## src/sad_pkg.sv

```systemverilog
// Purpose: Shared constants and carriers for the system address decoder.
// Assumes: 32-bit memory addresses, 17-bit I/O addresses (64 KB plus 3).
// Notes: Every fixed range boundary and field code lives here once.
`default_nettype none
package sad_pkg;
    // Fixed memory range boundaries.
    localparam logic [31:0] VGA_LO = 32'h000A_0000;
    localparam logic [31:0] MONO_LO = 32'h000B_0000;
    localparam logic [31:0] MONO_HI = 32'h000B_7FFF;
    localparam logic [31:0] VGA_HI = 32'h000B_FFFF;
    localparam logic [31:0] ISA_EXP_LO = 32'h000C_0000;
    localparam logic [31:0] EXT_BIOS_LO = 32'h000E_0000;
    localparam logic [31:0] SYS_BIOS_LO = 32'h000F_0000;
    localparam logic [31:0] SYS_BIOS_HI = 32'h000F_FFFF;
    localparam logic [31:0] ISA_HOLE_LO = 32'h00F0_0000;
    localparam logic [31:0] ISA_HOLE_HI = 32'h00FF_FFFF;
    localparam logic [31:0] IOINT_LO = 32'hFEC0_0000;
    localparam logic [31:0] IOINT_HI = 32'hFEC7_FFFF;
    localparam logic [31:0] HSMM_LO = 32'hFEDA_0000;
    localparam logic [31:0] HSMM_HI = 32'hFEDB_FFFF;
    localparam logic [31:0] INTMSG_LO = 32'hFEE0_0000;
    localparam logic [31:0] INTMSG_HI = 32'hFEEF_FFFF;
    localparam logic [31:0] ZERO_ADDR = 32'h0000_0000;
    // Shadow segment index field: 16 KB segments start at bit 14.
    localparam int SEG_POS = 14;
    // Top segment sizes in bytes, selected by the 2-bit size field.
    localparam logic [31:0] TOP_SMM_SEGMENT_128K = 32'h0002_0000;
    localparam logic [31:0] TOP_SMM_SEGMENT_256K = 32'h0004_0000;
    localparam logic [31:0] TOP_SMM_SEGMENT_512K = 32'h0008_0000;
    localparam logic [31:0] TOP_SMM_SEGMENT_1M = 32'h0010_0000;
    // Aperture size field: mask of low address bits (0 means 4 MB).
    localparam int AP_SIZE_POS = 22;
    // Mono display I/O ports.
    localparam logic [16:0] MONO_IO_A = 17'h003B4;
    localparam logic [16:0] MONO_IO_B = 17'h003B5;
    localparam logic [16:0] MONO_IO_C = 17'h003B8;
    localparam logic [16:0] MONO_IO_D = 17'h003B9;
    localparam logic [16:0] MONO_IO_E = 17'h003BA;
    localparam logic [16:0] MONO_IO_F = 17'h003BF;
    // Shadow attribute codes: bit 0 read enable, bit 1 write enable.
    localparam logic [1:0] ATTR_RST = 2'h0;
    // Requester codes.
    typedef enum logic [1:0] {
        SAD_SRC_CPU = 2'h0,
        SAD_SRC_HUB = 2'h1,
        SAD_SRC_GFX = 2'h2
    } sad_src_e;
    // Destination codes of a decoded request.
    typedef enum logic [2:0] {
        SAD_DST_MEM = 3'h0,
        SAD_DST_HUB = 3'h1,
        SAD_DST_GFX = 3'h2,
        SAD_DST_SYSBUS = 3'h3,
        SAD_DST_SPECIAL = 3'h4,
        SAD_DST_DISCARD = 3'h5
    } sad_dst_e;
    // One incoming request.
    typedef struct packed {
        logic valid;
        sad_src_e src;
        logic is_io;
        logic write;
        logic smm;
        logic code;
        logic [31:0] addr;
    } sad_req_s;
    // One decoded answer.
    typedef struct packed {
        logic valid;
        sad_dst_e dst;
        logic [31:0] addr;
        logic zero_data;
        logic addr0_data;
        logic target_ready_n;
    } sad_rsp_s;
    // Configuration carrier.
    typedef struct packed {
        logic [31:0] top_low_memory;
        logic legacy_video_to_graphics_enable;
        logic mono_adapter_present;
        logic smm_global_enable;
        logic smm_space_open;
        logic isa_hole_enable;
        logic [1:0] top_segment_size;
        logic top_segment_enable;
        logic high_smram_enable;
        logic [31:0] aperture_base;
        logic [2:0] aperture_size;
        logic [31:0] gfx_mem_window_base;
        logic [31:0] gfx_mem_window_limit;
        logic [31:0] gfx_prefetch_window_base;
        logic [31:0] gfx_prefetch_window_limit;
        logic [15:0] isa_exp_attr;
        logic [7:0] ext_bios_attr;
        logic [1:0] sys_bios_attr;
    } sad_cfg_s;
endpackage
`default_nettype wire

```

## src/sad_decoder.sv

```systemverilog
// Purpose: Steers each memory or I/O request to memory, hub, graphics
//          port or system bus, or terminates it specially.
// Assumes: One request per clock; answer one clock later, registered.
// Notes: Configuration bits are plain ports held stable by software.
`default_nettype none
module sad_decoder
    import sad_pkg::*;
(
    // Clock and reset.
    input wire logic ref_clk_i,
    input wire logic sys_rst_i,
    // Configuration.
    input wire sad_cfg_s cfg_i,
    // Request and answer.
    input wire sad_req_s req_i,
    output var sad_rsp_s rsp_o
);
    // Inclusive range test used by every window except the top segment and the aperture.
    function automatic logic in_rng(input logic [31:0] a,
                                    input logic [31:0] lo,
                                    input logic [31:0] hi);
        return (a >= lo) && (a <= hi);
    endfunction

    // Shadow attribute lookup: returns {write_en, read_en}.
    function automatic logic [1:0] shadow_attr(input logic [31:0] a,
                                               input sad_cfg_s c);
        logic [1:0] at;
        logic [3:0] seg;
        at = ATTR_RST;
        seg = a[SEG_POS +: 4];
        if (a < EXT_BIOS_LO) begin
            at = c.isa_exp_attr[{seg[2:0], 1'b0} +: 2];
        end else if (a < SYS_BIOS_LO) begin
            at = c.ext_bios_attr[{seg[1:0], 1'b0} +: 2];
        end else begin
            at = c.sys_bios_attr;
        end
        return at;
    endfunction

    // Combinational decode of the current request.
    logic [31:0] top_smm_segment_sz;
    logic [31:0] top_smm_segment_lo;
    logic [31:0] ap_mask;
    logic smm_ok;
    logic from_cpu;
    logic [1:0] attr;
    sad_rsp_s rsp_nxt;

    always_comb begin
        case (cfg_i.top_segment_size)
            2'h0: top_smm_segment_sz = TOP_SMM_SEGMENT_128K;
            2'h1: top_smm_segment_sz = TOP_SMM_SEGMENT_256K;
            2'h2: top_smm_segment_sz = TOP_SMM_SEGMENT_512K;
            default: top_smm_segment_sz = TOP_SMM_SEGMENT_1M;
        endcase
        top_smm_segment_lo = cfg_i.top_low_memory - top_smm_segment_sz;
        ap_mask = (32'h0000_0001 << (AP_SIZE_POS + 32'(cfg_i.aperture_size)))
                  - 32'h0000_0001;
        from_cpu = (req_i.src == SAD_SRC_CPU);
        // Valid SMM access: CPU only, global enable plus open or SMM code fetch.
        smm_ok = from_cpu && cfg_i.smm_global_enable &&
                 (cfg_i.smm_space_open || (req_i.smm && req_i.code));
        attr = shadow_attr(req_i.addr, cfg_i);
        rsp_nxt = '0;
        rsp_nxt.valid = req_i.valid;
        rsp_nxt.addr = req_i.addr;
        rsp_nxt.target_ready_n = 1'b1;
        rsp_nxt.dst = SAD_DST_HUB;
        if (req_i.is_io) begin
            // I/O space: 17-bit address, all ports forwarded to the hub.
            rsp_nxt.addr = {15'h0000, req_i.addr[16:0]};
            if (cfg_i.mono_adapter_present &&
                (req_i.addr[16:0] == MONO_IO_A ||
                 req_i.addr[16:0] == MONO_IO_B ||
                 req_i.addr[16:0] == MONO_IO_C ||
                 req_i.addr[16:0] == MONO_IO_D ||
                 req_i.addr[16:0] == MONO_IO_E ||
                 req_i.addr[16:0] == MONO_IO_F)) begin
                rsp_nxt.dst = SAD_DST_HUB;
            end
        end else if (in_rng(req_i.addr, HSMM_LO, HSMM_HI) &&
                     cfg_i.high_smram_enable) begin
            // SMM checks first, high window.
            if (smm_ok) begin
                rsp_nxt.dst = SAD_DST_MEM;
                rsp_nxt.addr = req_i.addr - HSMM_LO + VGA_LO;
            end else if (!from_cpu) begin
                rsp_nxt.dst = SAD_DST_SPECIAL;
                rsp_nxt.addr = ZERO_ADDR;
                rsp_nxt.addr0_data = !req_i.write;
            end else begin
                rsp_nxt.dst = SAD_DST_SPECIAL;
            end
        end else if (cfg_i.smm_global_enable && cfg_i.top_segment_enable &&
                     req_i.addr >= top_smm_segment_lo &&
                     req_i.addr < cfg_i.top_low_memory) begin
            if (smm_ok) begin
                rsp_nxt.dst = SAD_DST_MEM;
            end else begin
                rsp_nxt.dst = SAD_DST_SPECIAL;
                rsp_nxt.addr0_data = !from_cpu && !req_i.write;
                if (!from_cpu) begin
                    rsp_nxt.addr = ZERO_ADDR;
                end
            end
        end else if (in_rng(req_i.addr, VGA_LO, VGA_HI)) begin
            if (smm_ok) begin
                rsp_nxt.dst = SAD_DST_MEM;
            end else if (cfg_i.mono_adapter_present &&
                         in_rng(req_i.addr, MONO_LO, MONO_HI)) begin
                rsp_nxt.dst = SAD_DST_HUB;
            end else if (cfg_i.legacy_video_to_graphics_enable) begin
                rsp_nxt.dst = SAD_DST_GFX;
            end else begin
                rsp_nxt.dst = SAD_DST_HUB;
            end
        end else if (in_rng(req_i.addr, ISA_EXP_LO, SYS_BIOS_HI)) begin
            // Read uses bit 0 of the attribute, write uses bit 1.
            if (req_i.write ? attr[1] : attr[0]) begin
                rsp_nxt.dst = SAD_DST_MEM;
            end else begin
                rsp_nxt.dst = SAD_DST_HUB;
            end
        end else if (in_rng(req_i.addr, IOINT_LO, IOINT_HI)) begin
            rsp_nxt.dst = SAD_DST_HUB;
        end else if (in_rng(req_i.addr, INTMSG_LO, INTMSG_HI)) begin
            if (req_i.src == SAD_SRC_GFX && req_i.write) begin
                rsp_nxt.dst = SAD_DST_SYSBUS;
                rsp_nxt.target_ready_n = 1'b0;
            end else begin
                // Nothing valid answers here otherwise.
                rsp_nxt.dst = SAD_DST_DISCARD;
                rsp_nxt.zero_data = !req_i.write;
            end
        end else if (cfg_i.isa_hole_enable &&
                     in_rng(req_i.addr, ISA_HOLE_LO, ISA_HOLE_HI)) begin
            rsp_nxt.dst = SAD_DST_HUB;
        end else if ((req_i.addr & ~ap_mask) ==
                     (cfg_i.aperture_base & ~ap_mask) &&
                     req_i.addr >= cfg_i.top_low_memory) begin
            rsp_nxt.dst = SAD_DST_MEM;
        end else if (in_rng(req_i.addr, cfg_i.gfx_mem_window_base,
                            cfg_i.gfx_mem_window_limit) ||
                     in_rng(req_i.addr, cfg_i.gfx_prefetch_window_base,
                            cfg_i.gfx_prefetch_window_limit)) begin
            rsp_nxt.dst = SAD_DST_GFX;
        end else if (req_i.addr < cfg_i.top_low_memory) begin
            rsp_nxt.dst = SAD_DST_MEM;
        end else begin
            rsp_nxt.dst = SAD_DST_HUB;
        end
    end

    // Registered answer.
    always_ff @(posedge ref_clk_i or posedge sys_rst_i) begin
        if (sys_rst_i) begin
            rsp_o <= '{valid: 1'b0, dst: SAD_DST_HUB, addr: 32'h0000_0000,
                       zero_data: 1'b0, addr0_data: 1'b0,
                       target_ready_n: 1'b1};
        end else begin
            rsp_o <= rsp_nxt;
        end
    end

    // Checks on decode results, one cycle after the request.
    property p_hub_gfx_no_smm_mem;
        @(posedge ref_clk_i) disable iff (sys_rst_i)
        (req_i.valid && req_i.src != SAD_SRC_CPU && !req_i.is_io &&
         in_rng(req_i.addr, HSMM_LO, HSMM_HI) && cfg_i.high_smram_enable)
        |=> (rsp_o.dst == SAD_DST_SPECIAL && rsp_o.addr == ZERO_ADDR);
    endproperty
    a_hub_gfx_no_smm_mem: assert property (p_hub_gfx_no_smm_mem)
        else $error("Foreign SMM access not specially terminated.");

    property p_ioint_to_hub;
        @(posedge ref_clk_i) disable iff (sys_rst_i)
        (req_i.valid && !req_i.is_io && from_cpu &&
         in_rng(req_i.addr, IOINT_LO, IOINT_HI))
        |=> rsp_o.dst == SAD_DST_HUB;
    endproperty
    a_ioint_to_hub: assert property (p_ioint_to_hub)
        else $error("Interrupt controller access not sent to hub.");

    property p_intmsg;
        @(posedge ref_clk_i) disable iff (sys_rst_i)
        (req_i.valid && !req_i.is_io && req_i.src == SAD_SRC_GFX &&
         req_i.write && in_rng(req_i.addr, INTMSG_LO, INTMSG_HI))
        |=> (rsp_o.dst == SAD_DST_SYSBUS && !rsp_o.target_ready_n);
    endproperty
    a_intmsg: assert property (p_intmsg)
        else $error("Interrupt write not forwarded as message.");

    property p_high_remap;
        @(posedge ref_clk_i) disable iff (sys_rst_i)
        (req_i.valid && !req_i.is_io && smm_ok &&
         cfg_i.high_smram_enable && req_i.addr == HSMM_LO)
        |=> (rsp_o.dst == SAD_DST_MEM && rsp_o.addr == VGA_LO);
    endproperty
    a_high_remap: assert property (p_high_remap)
        else $error("High SMM window not remapped.");

    property p_mono_hub;
        @(posedge ref_clk_i) disable iff (sys_rst_i)
        (req_i.valid && !req_i.is_io && !smm_ok &&
         cfg_i.mono_adapter_present && req_i.addr == MONO_LO)
        |=> rsp_o.dst == SAD_DST_HUB;
    endproperty
    a_mono_hub: assert property (p_mono_hub)
        else $error("Mono range not sent to hub.");

    property p_top_smm_segment_nonsmm;
        @(posedge ref_clk_i) disable iff (sys_rst_i)
        (req_i.valid && !req_i.is_io && !smm_ok &&
         cfg_i.smm_global_enable && cfg_i.top_segment_enable &&
         req_i.addr == cfg_i.top_low_memory - 32'h0000_0001 &&
         req_i.addr >= top_smm_segment_lo && !in_rng(req_i.addr, HSMM_LO, HSMM_HI))
        |=> rsp_o.dst == SAD_DST_SPECIAL;
    endproperty
    a_top_smm_segment_nonsmm: assert property (p_top_smm_segment_nonsmm)
        else $error("Non-SMM top segment access reached memory.");

    property p_sysbios_reset;
        @(posedge ref_clk_i) disable iff (sys_rst_i)
        (req_i.valid && !req_i.is_io && cfg_i.sys_bios_attr == ATTR_RST &&
         req_i.addr == SYS_BIOS_LO)
        |=> rsp_o.dst == SAD_DST_HUB;
    endproperty
    a_sysbios_reset: assert property (p_sysbios_reset)
        else $error("Disabled system BIOS access not sent to hub.");

    property p_invalid_read_zero;
        @(posedge ref_clk_i) disable iff (sys_rst_i)
        (req_i.valid && !req_i.is_io && !req_i.write &&
         in_rng(req_i.addr, INTMSG_LO, INTMSG_HI))
        |=> (rsp_o.dst == SAD_DST_DISCARD && rsp_o.zero_data);
    endproperty
    a_invalid_read_zero: assert property (p_invalid_read_zero)
        else $error("Read of invalid space not answered with zeros.");

    property p_io_space;
        @(posedge ref_clk_i) disable iff (sys_rst_i)
        (req_i.valid && req_i.is_io)
        |=> (rsp_o.dst == SAD_DST_HUB && rsp_o.addr[31:17] == 15'h0000 &&
             rsp_o.addr[16:0] == $past(req_i.addr[16:0]));
    endproperty
    a_io_space: assert property (p_io_space)
        else $error("I/O request not forwarded with a 17-bit port.");

    property p_hole_hub;
        @(posedge ref_clk_i) disable iff (sys_rst_i)
        (req_i.valid && !req_i.is_io && cfg_i.isa_hole_enable &&
         !cfg_i.top_segment_enable &&
         in_rng(req_i.addr, ISA_HOLE_LO, ISA_HOLE_HI))
        |=> rsp_o.dst == SAD_DST_HUB;
    endproperty
    a_hole_hub: assert property (p_hole_hub)
        else $error("ISA hole access not sent to hub.");

    property p_video_hub;
        @(posedge ref_clk_i) disable iff (sys_rst_i)
        (req_i.valid && !req_i.is_io && !smm_ok &&
         !cfg_i.legacy_video_to_graphics_enable &&
         !cfg_i.top_segment_enable && in_rng(req_i.addr, VGA_LO, VGA_HI))
        |=> rsp_o.dst == SAD_DST_HUB;
    endproperty
    a_video_hub: assert property (p_video_hub)
        else $error("Legacy video access not sent to hub.");

    property p_video_smm_mem;
        @(posedge ref_clk_i) disable iff (sys_rst_i)
        (req_i.valid && !req_i.is_io && smm_ok &&
         !cfg_i.top_segment_enable && in_rng(req_i.addr, VGA_LO, VGA_HI))
        |=> rsp_o.dst == SAD_DST_MEM;
    endproperty
    a_video_smm_mem: assert property (p_video_smm_mem)
        else $error("SMM video access not steered to memory.");

    property p_valid_follows;
        @(posedge ref_clk_i) disable iff (sys_rst_i)
        req_i.valid |=> rsp_o.valid ##1 (rsp_o.valid == $past(req_i.valid));
    endproperty
    a_valid_follows: assert property (p_valid_follows)
        else $error("Answer does not follow request by one cycle.");
endmodule
`default_nettype wire

```

## config.mk

```make
export PLATFORM = sky130hd
export DESIGN_NAME = sad_decoder
export DESIGN_NICKNAME = d
export VERILOG_FILES = /design/src/sad_pkg.sv /design/src/sad_decoder.sv
export SDC_FILE = /design/constraint.sdc
export NUM_CORES = 1
export LEC_CHECK = 0
export ABC_AREA = 1
export BUFFER_PORTS_ARGS = -buffer_cell sky130_fd_sc_hd__buf_2
export CAP_MARGIN = 20
export CORE_MARGIN = 3
export CORE_UTILIZATION = 25
export CTS_CLUSTER_SIZE = 12
export DETAILED_ROUTE_END_ITERATION = 10
export MAX_ROUTING_LAYER = met4
export SYNTH_ARGS = -nofsm -noshare
export SYNTH_HDL_FRONTEND = slang
export SYNTH_SLANG_ARGS = --single-unit
```

## constraint.sdc

```tcl
create_clock -name ref_clk_i -period 2.25 [get_ports ref_clk_i]
set_input_delay 0 -clock ref_clk_i [delete_from_list [all_inputs] [get_ports ref_clk_i]]
set_output_delay 0 -clock ref_clk_i [all_outputs]
set_load 0.005 [all_outputs]
```

==> run_results.csv <==
group,metric,value,unit
synthesis,syn_nets,1784,
sta,slew_headroom,50.8,%
setup_path,worstSetupEndpoint,"rsp_o[7]$_DFF_PP0_",
synthesis,yosys_warnings,0,
sta,drv_slew,0,
final_layout,fin_nets,2198,
sta,fin_crit,3350,ps
place,place_congestion,0.936,
global_route,grt_pass1_wl,51.0,mm
final_layout,regMostFlops,"rsp_o",
routing,dr.pass1.iters,6,
sta,finalHoldViolations,0,
clock_network,numClockSinks,39,
routing,highest_layer,"met4",
routing,wl_per_cell,15.2,um
place,hpwl,28.9,mm
synthesis,synth-compound-area-share,12.9,%
place,place_area,11100,um2
final_layout,final_common_cell,"nand2_1",
power_and_ir_drop,power.density,290,nW/um2
final_layout,finalInstanceArea,11700,um2
synthesis,netlist_area,8320,um2
sta,period_share,149,%
synthesis,synth_top_family_by_area,"simple AND/OR/NAND/NOR gates",
setup_path,path_max_fanout,4,
final_layout,top_regs,"rsp_o (39)",
synthesis,yosys.area_share.simple,30.1,%
synthesis,synth_cell_types,46,
routing,route.vias.total,9703,
final_layout,largest_register_ff_count,39,
synthesis,synthAdderAreaFrac,29.1,%
routing,route.met2.wl,16.1,mm
run_status,status,"complete, but fails checks",
final_layout,layout.cells.non_filler,2179,
floorplanning,die_w,188,um
floorplanning,io_pins,310,
sta,setup_viol,38,
sta,worst_pin_slew,733,ps
power_and_ir_drop,p_total,3.39,mW
synthesis,syn-mean-instance-area,6.31,um2
place,io_buffers,293,
floorplanning,die_area,35500,um2
clock_network,cts_buffer_depth,2,
run_status,violations,"negative setup slack",
global_route,grt_max_degree,22,
min_path,hold_class,"input pin to flop",
clock_network,htree_levels,2,
synthesis,synth-seq-cells,39,
clock_network,path_clk_slew,60,ps
routing,met3_length,1.12,mm
global_route,grt_pass1_vias,9950,
sta,setup_slack,-1100,ps
setup_path,crit_type,"input pin to flop",
place,dp.cells,2146,
global_route,grt_overflow,0,
synthesis,synth_xor_area_share,2.21,%
power_and_ir_drop,peakVddDrop,0.330,mV
routing,route.detailed.drc,0,
final_layout,final_cell_mix,"nand2_1 (294), buf_2 (291), inv_1 (267)",
floorplanning,rows,66,
routing,drtIter0Drc,400,
clock_network,cts_tree,"yes",
clock_network,clock-root-buffer,"clkbuf_16",
floorplanning,die_y,188,um
setup_path,crit_path_end_kind,"flop",
setup_path,startpoint,"cfg_i[192]",
routing,wl_met1,15.3,mm
synthesis,ys_seq_area_share,11.8,%
final_layout,area_growth,40.6,%
floorplanning,start_util,25.5,%
global_route,antenna_found_initial,2,
setup_path,worst-endpoint-arrival,3530,ps
floorplanning,core_area,32700,um2
setup_path,worstSetupStartpointType,"input pin",
sta,rsz0062_at_grt,"true",
routing,ant_nets,0,
synthesis,synthCells,1320,
final_layout,post-route-util,35.8,%
routing,routed_wl,33.0,mm
sta,fmax,0.299,GHz
setup_path,worstPathRequired,2430,ps
global_route,grt_usage,18.5,%
job,drv_cap,0,
synthesis,muxShareOfSynthArea,0.120,%
routing,via_per_inst,4.45,
final_layout,drive_above_1_share,29.3,%
power_and_ir_drop,p_leak,7.10,nW
clock_network,cts-buffers-inserted,5,
kinds of logic after synthesis:
family          count (synthesis)
simple gates                  577
buf+inv                       302
fa+ha+maj                     193
compound gates                187
flops                          39
xor+xnor                       21
mux                             1
layout make-up:
cell class,count,area (um2)
timing repair buffer,417,2490
inverter,291,1090
fill,3632,21000
sequential,39,978
antenna,2,5.00
tap,442,553
clock buffer,5,125
clock inverter,3,43.8
multi-input combinational,980,6410
worst min path at each step:
stage / slack (ps) / cells past startpoint / start / end
floorplan: 30 / 0 / req_i[38] / rsp_o[38]$_DFF_PP0_
global placement: 60 / 2 / sys_rst_i / rsp_o[38]$_DFF_PP0_
detailed placement: 70 / 2 / sys_rst_i / rsp_o[38]$_DFF_PP0_
CTS: 20 / 4 / req_i[37] / rsp_o[0]$_DFF_PP1_
global route: 50 / 4 / req_i[37] / rsp_o[0]$_DFF_PP1_
finish: 20 / 4 / req_i[37] / rsp_o[0]$_DFF_PP1_
cell usage after synthesis, drive strengths merged:
library cell	n	share of area, %
nand4	21	1.6
nor2	124	5.7
buf	4	0.41
o21ai	42	2.7
o21bai	3	0.27
o2111ai	5	0.53
a21oi	106	6.4
nand2	317	15
o22ai	2	0.15
dfstp	2	0.63
o21a	10	0.90
a31oi	2	0.15
xor2	14	1.5
a21o	7	0.63
or2	2	0.15
nor4	5	0.56
dfrtp	37	11
inv	291	13
o31ai	2	0.18
nand3b	1	0.090
mux2i	1	0.12
clkbuf	7	0.32
fa	1	0.24
xnor2	7	0.74
ha	192	29
a22o	1	0.12
nor3	22	1.6
nand3	85	5.5
o311ai	1	0.32
a22oi	1	0.090
a211oi	1	0.090
o211ai	4	0.36
routing by layer:
layer / vias up / global-route usage, %
met3: 32 / 1.17
li1: 5076 / -
met1: 4347 / 23.6
met5: - / -
met2: 248 / 32.4
met4: 0 / 3.87
critical path: stages:
cell and delay (ps):
buf_8 100, or2_4 250, fa_2 370, a21o_1 180
a21oi_2 160, nand3_2 120, nor3_4 230, nand3_2 120
nor3_4 240, nand3_2 100, xor2_1 140, ha_1 310
nand2_2 80, nor2_4 90, nand2_1 70, inv_2 70
a21oi_2 70, nand3_4 140, nand2_4 70, nand2_4 120
nand3_4 120, buf_6 160, buf_16 130, nand2_2 60
inv_2 30
power by group:
part	total, mW	switching (mW)	internal, mW
Clock	0.800	0.278	0.522
Combinational	1.84	1.03	0.811
Sequential	0.754	0.0109	0.743
metrics by stage:
step / setup TNS [ps] / hold slack [ps] / worst slack, ps
3_5_place_dp: -53950 / 66.9 / -1560
2_1_floorplan: -30090 / 31.4 / -919
5_1_grt: -46610 / 46.7 / -1310
6_report: -38560 / 22.4 / -1100
4_1_cts: -34540 / 18.9 / -1010
3_3_place_gp: -50740 / 57.1 / -1480
repair_timing:
action / CTS / global route
hold endpoints to repair: 22 / 0
pin swaps: 9 / 15
endpoints found under the setup margin: 38 / 38
setup buffers: 11 / 6
hold buffers: 4 / 0
gates resized for setup: 28 / 28
gates cloned: 2 / 1
Note: power is estimated with default switching activity, not from simulation.
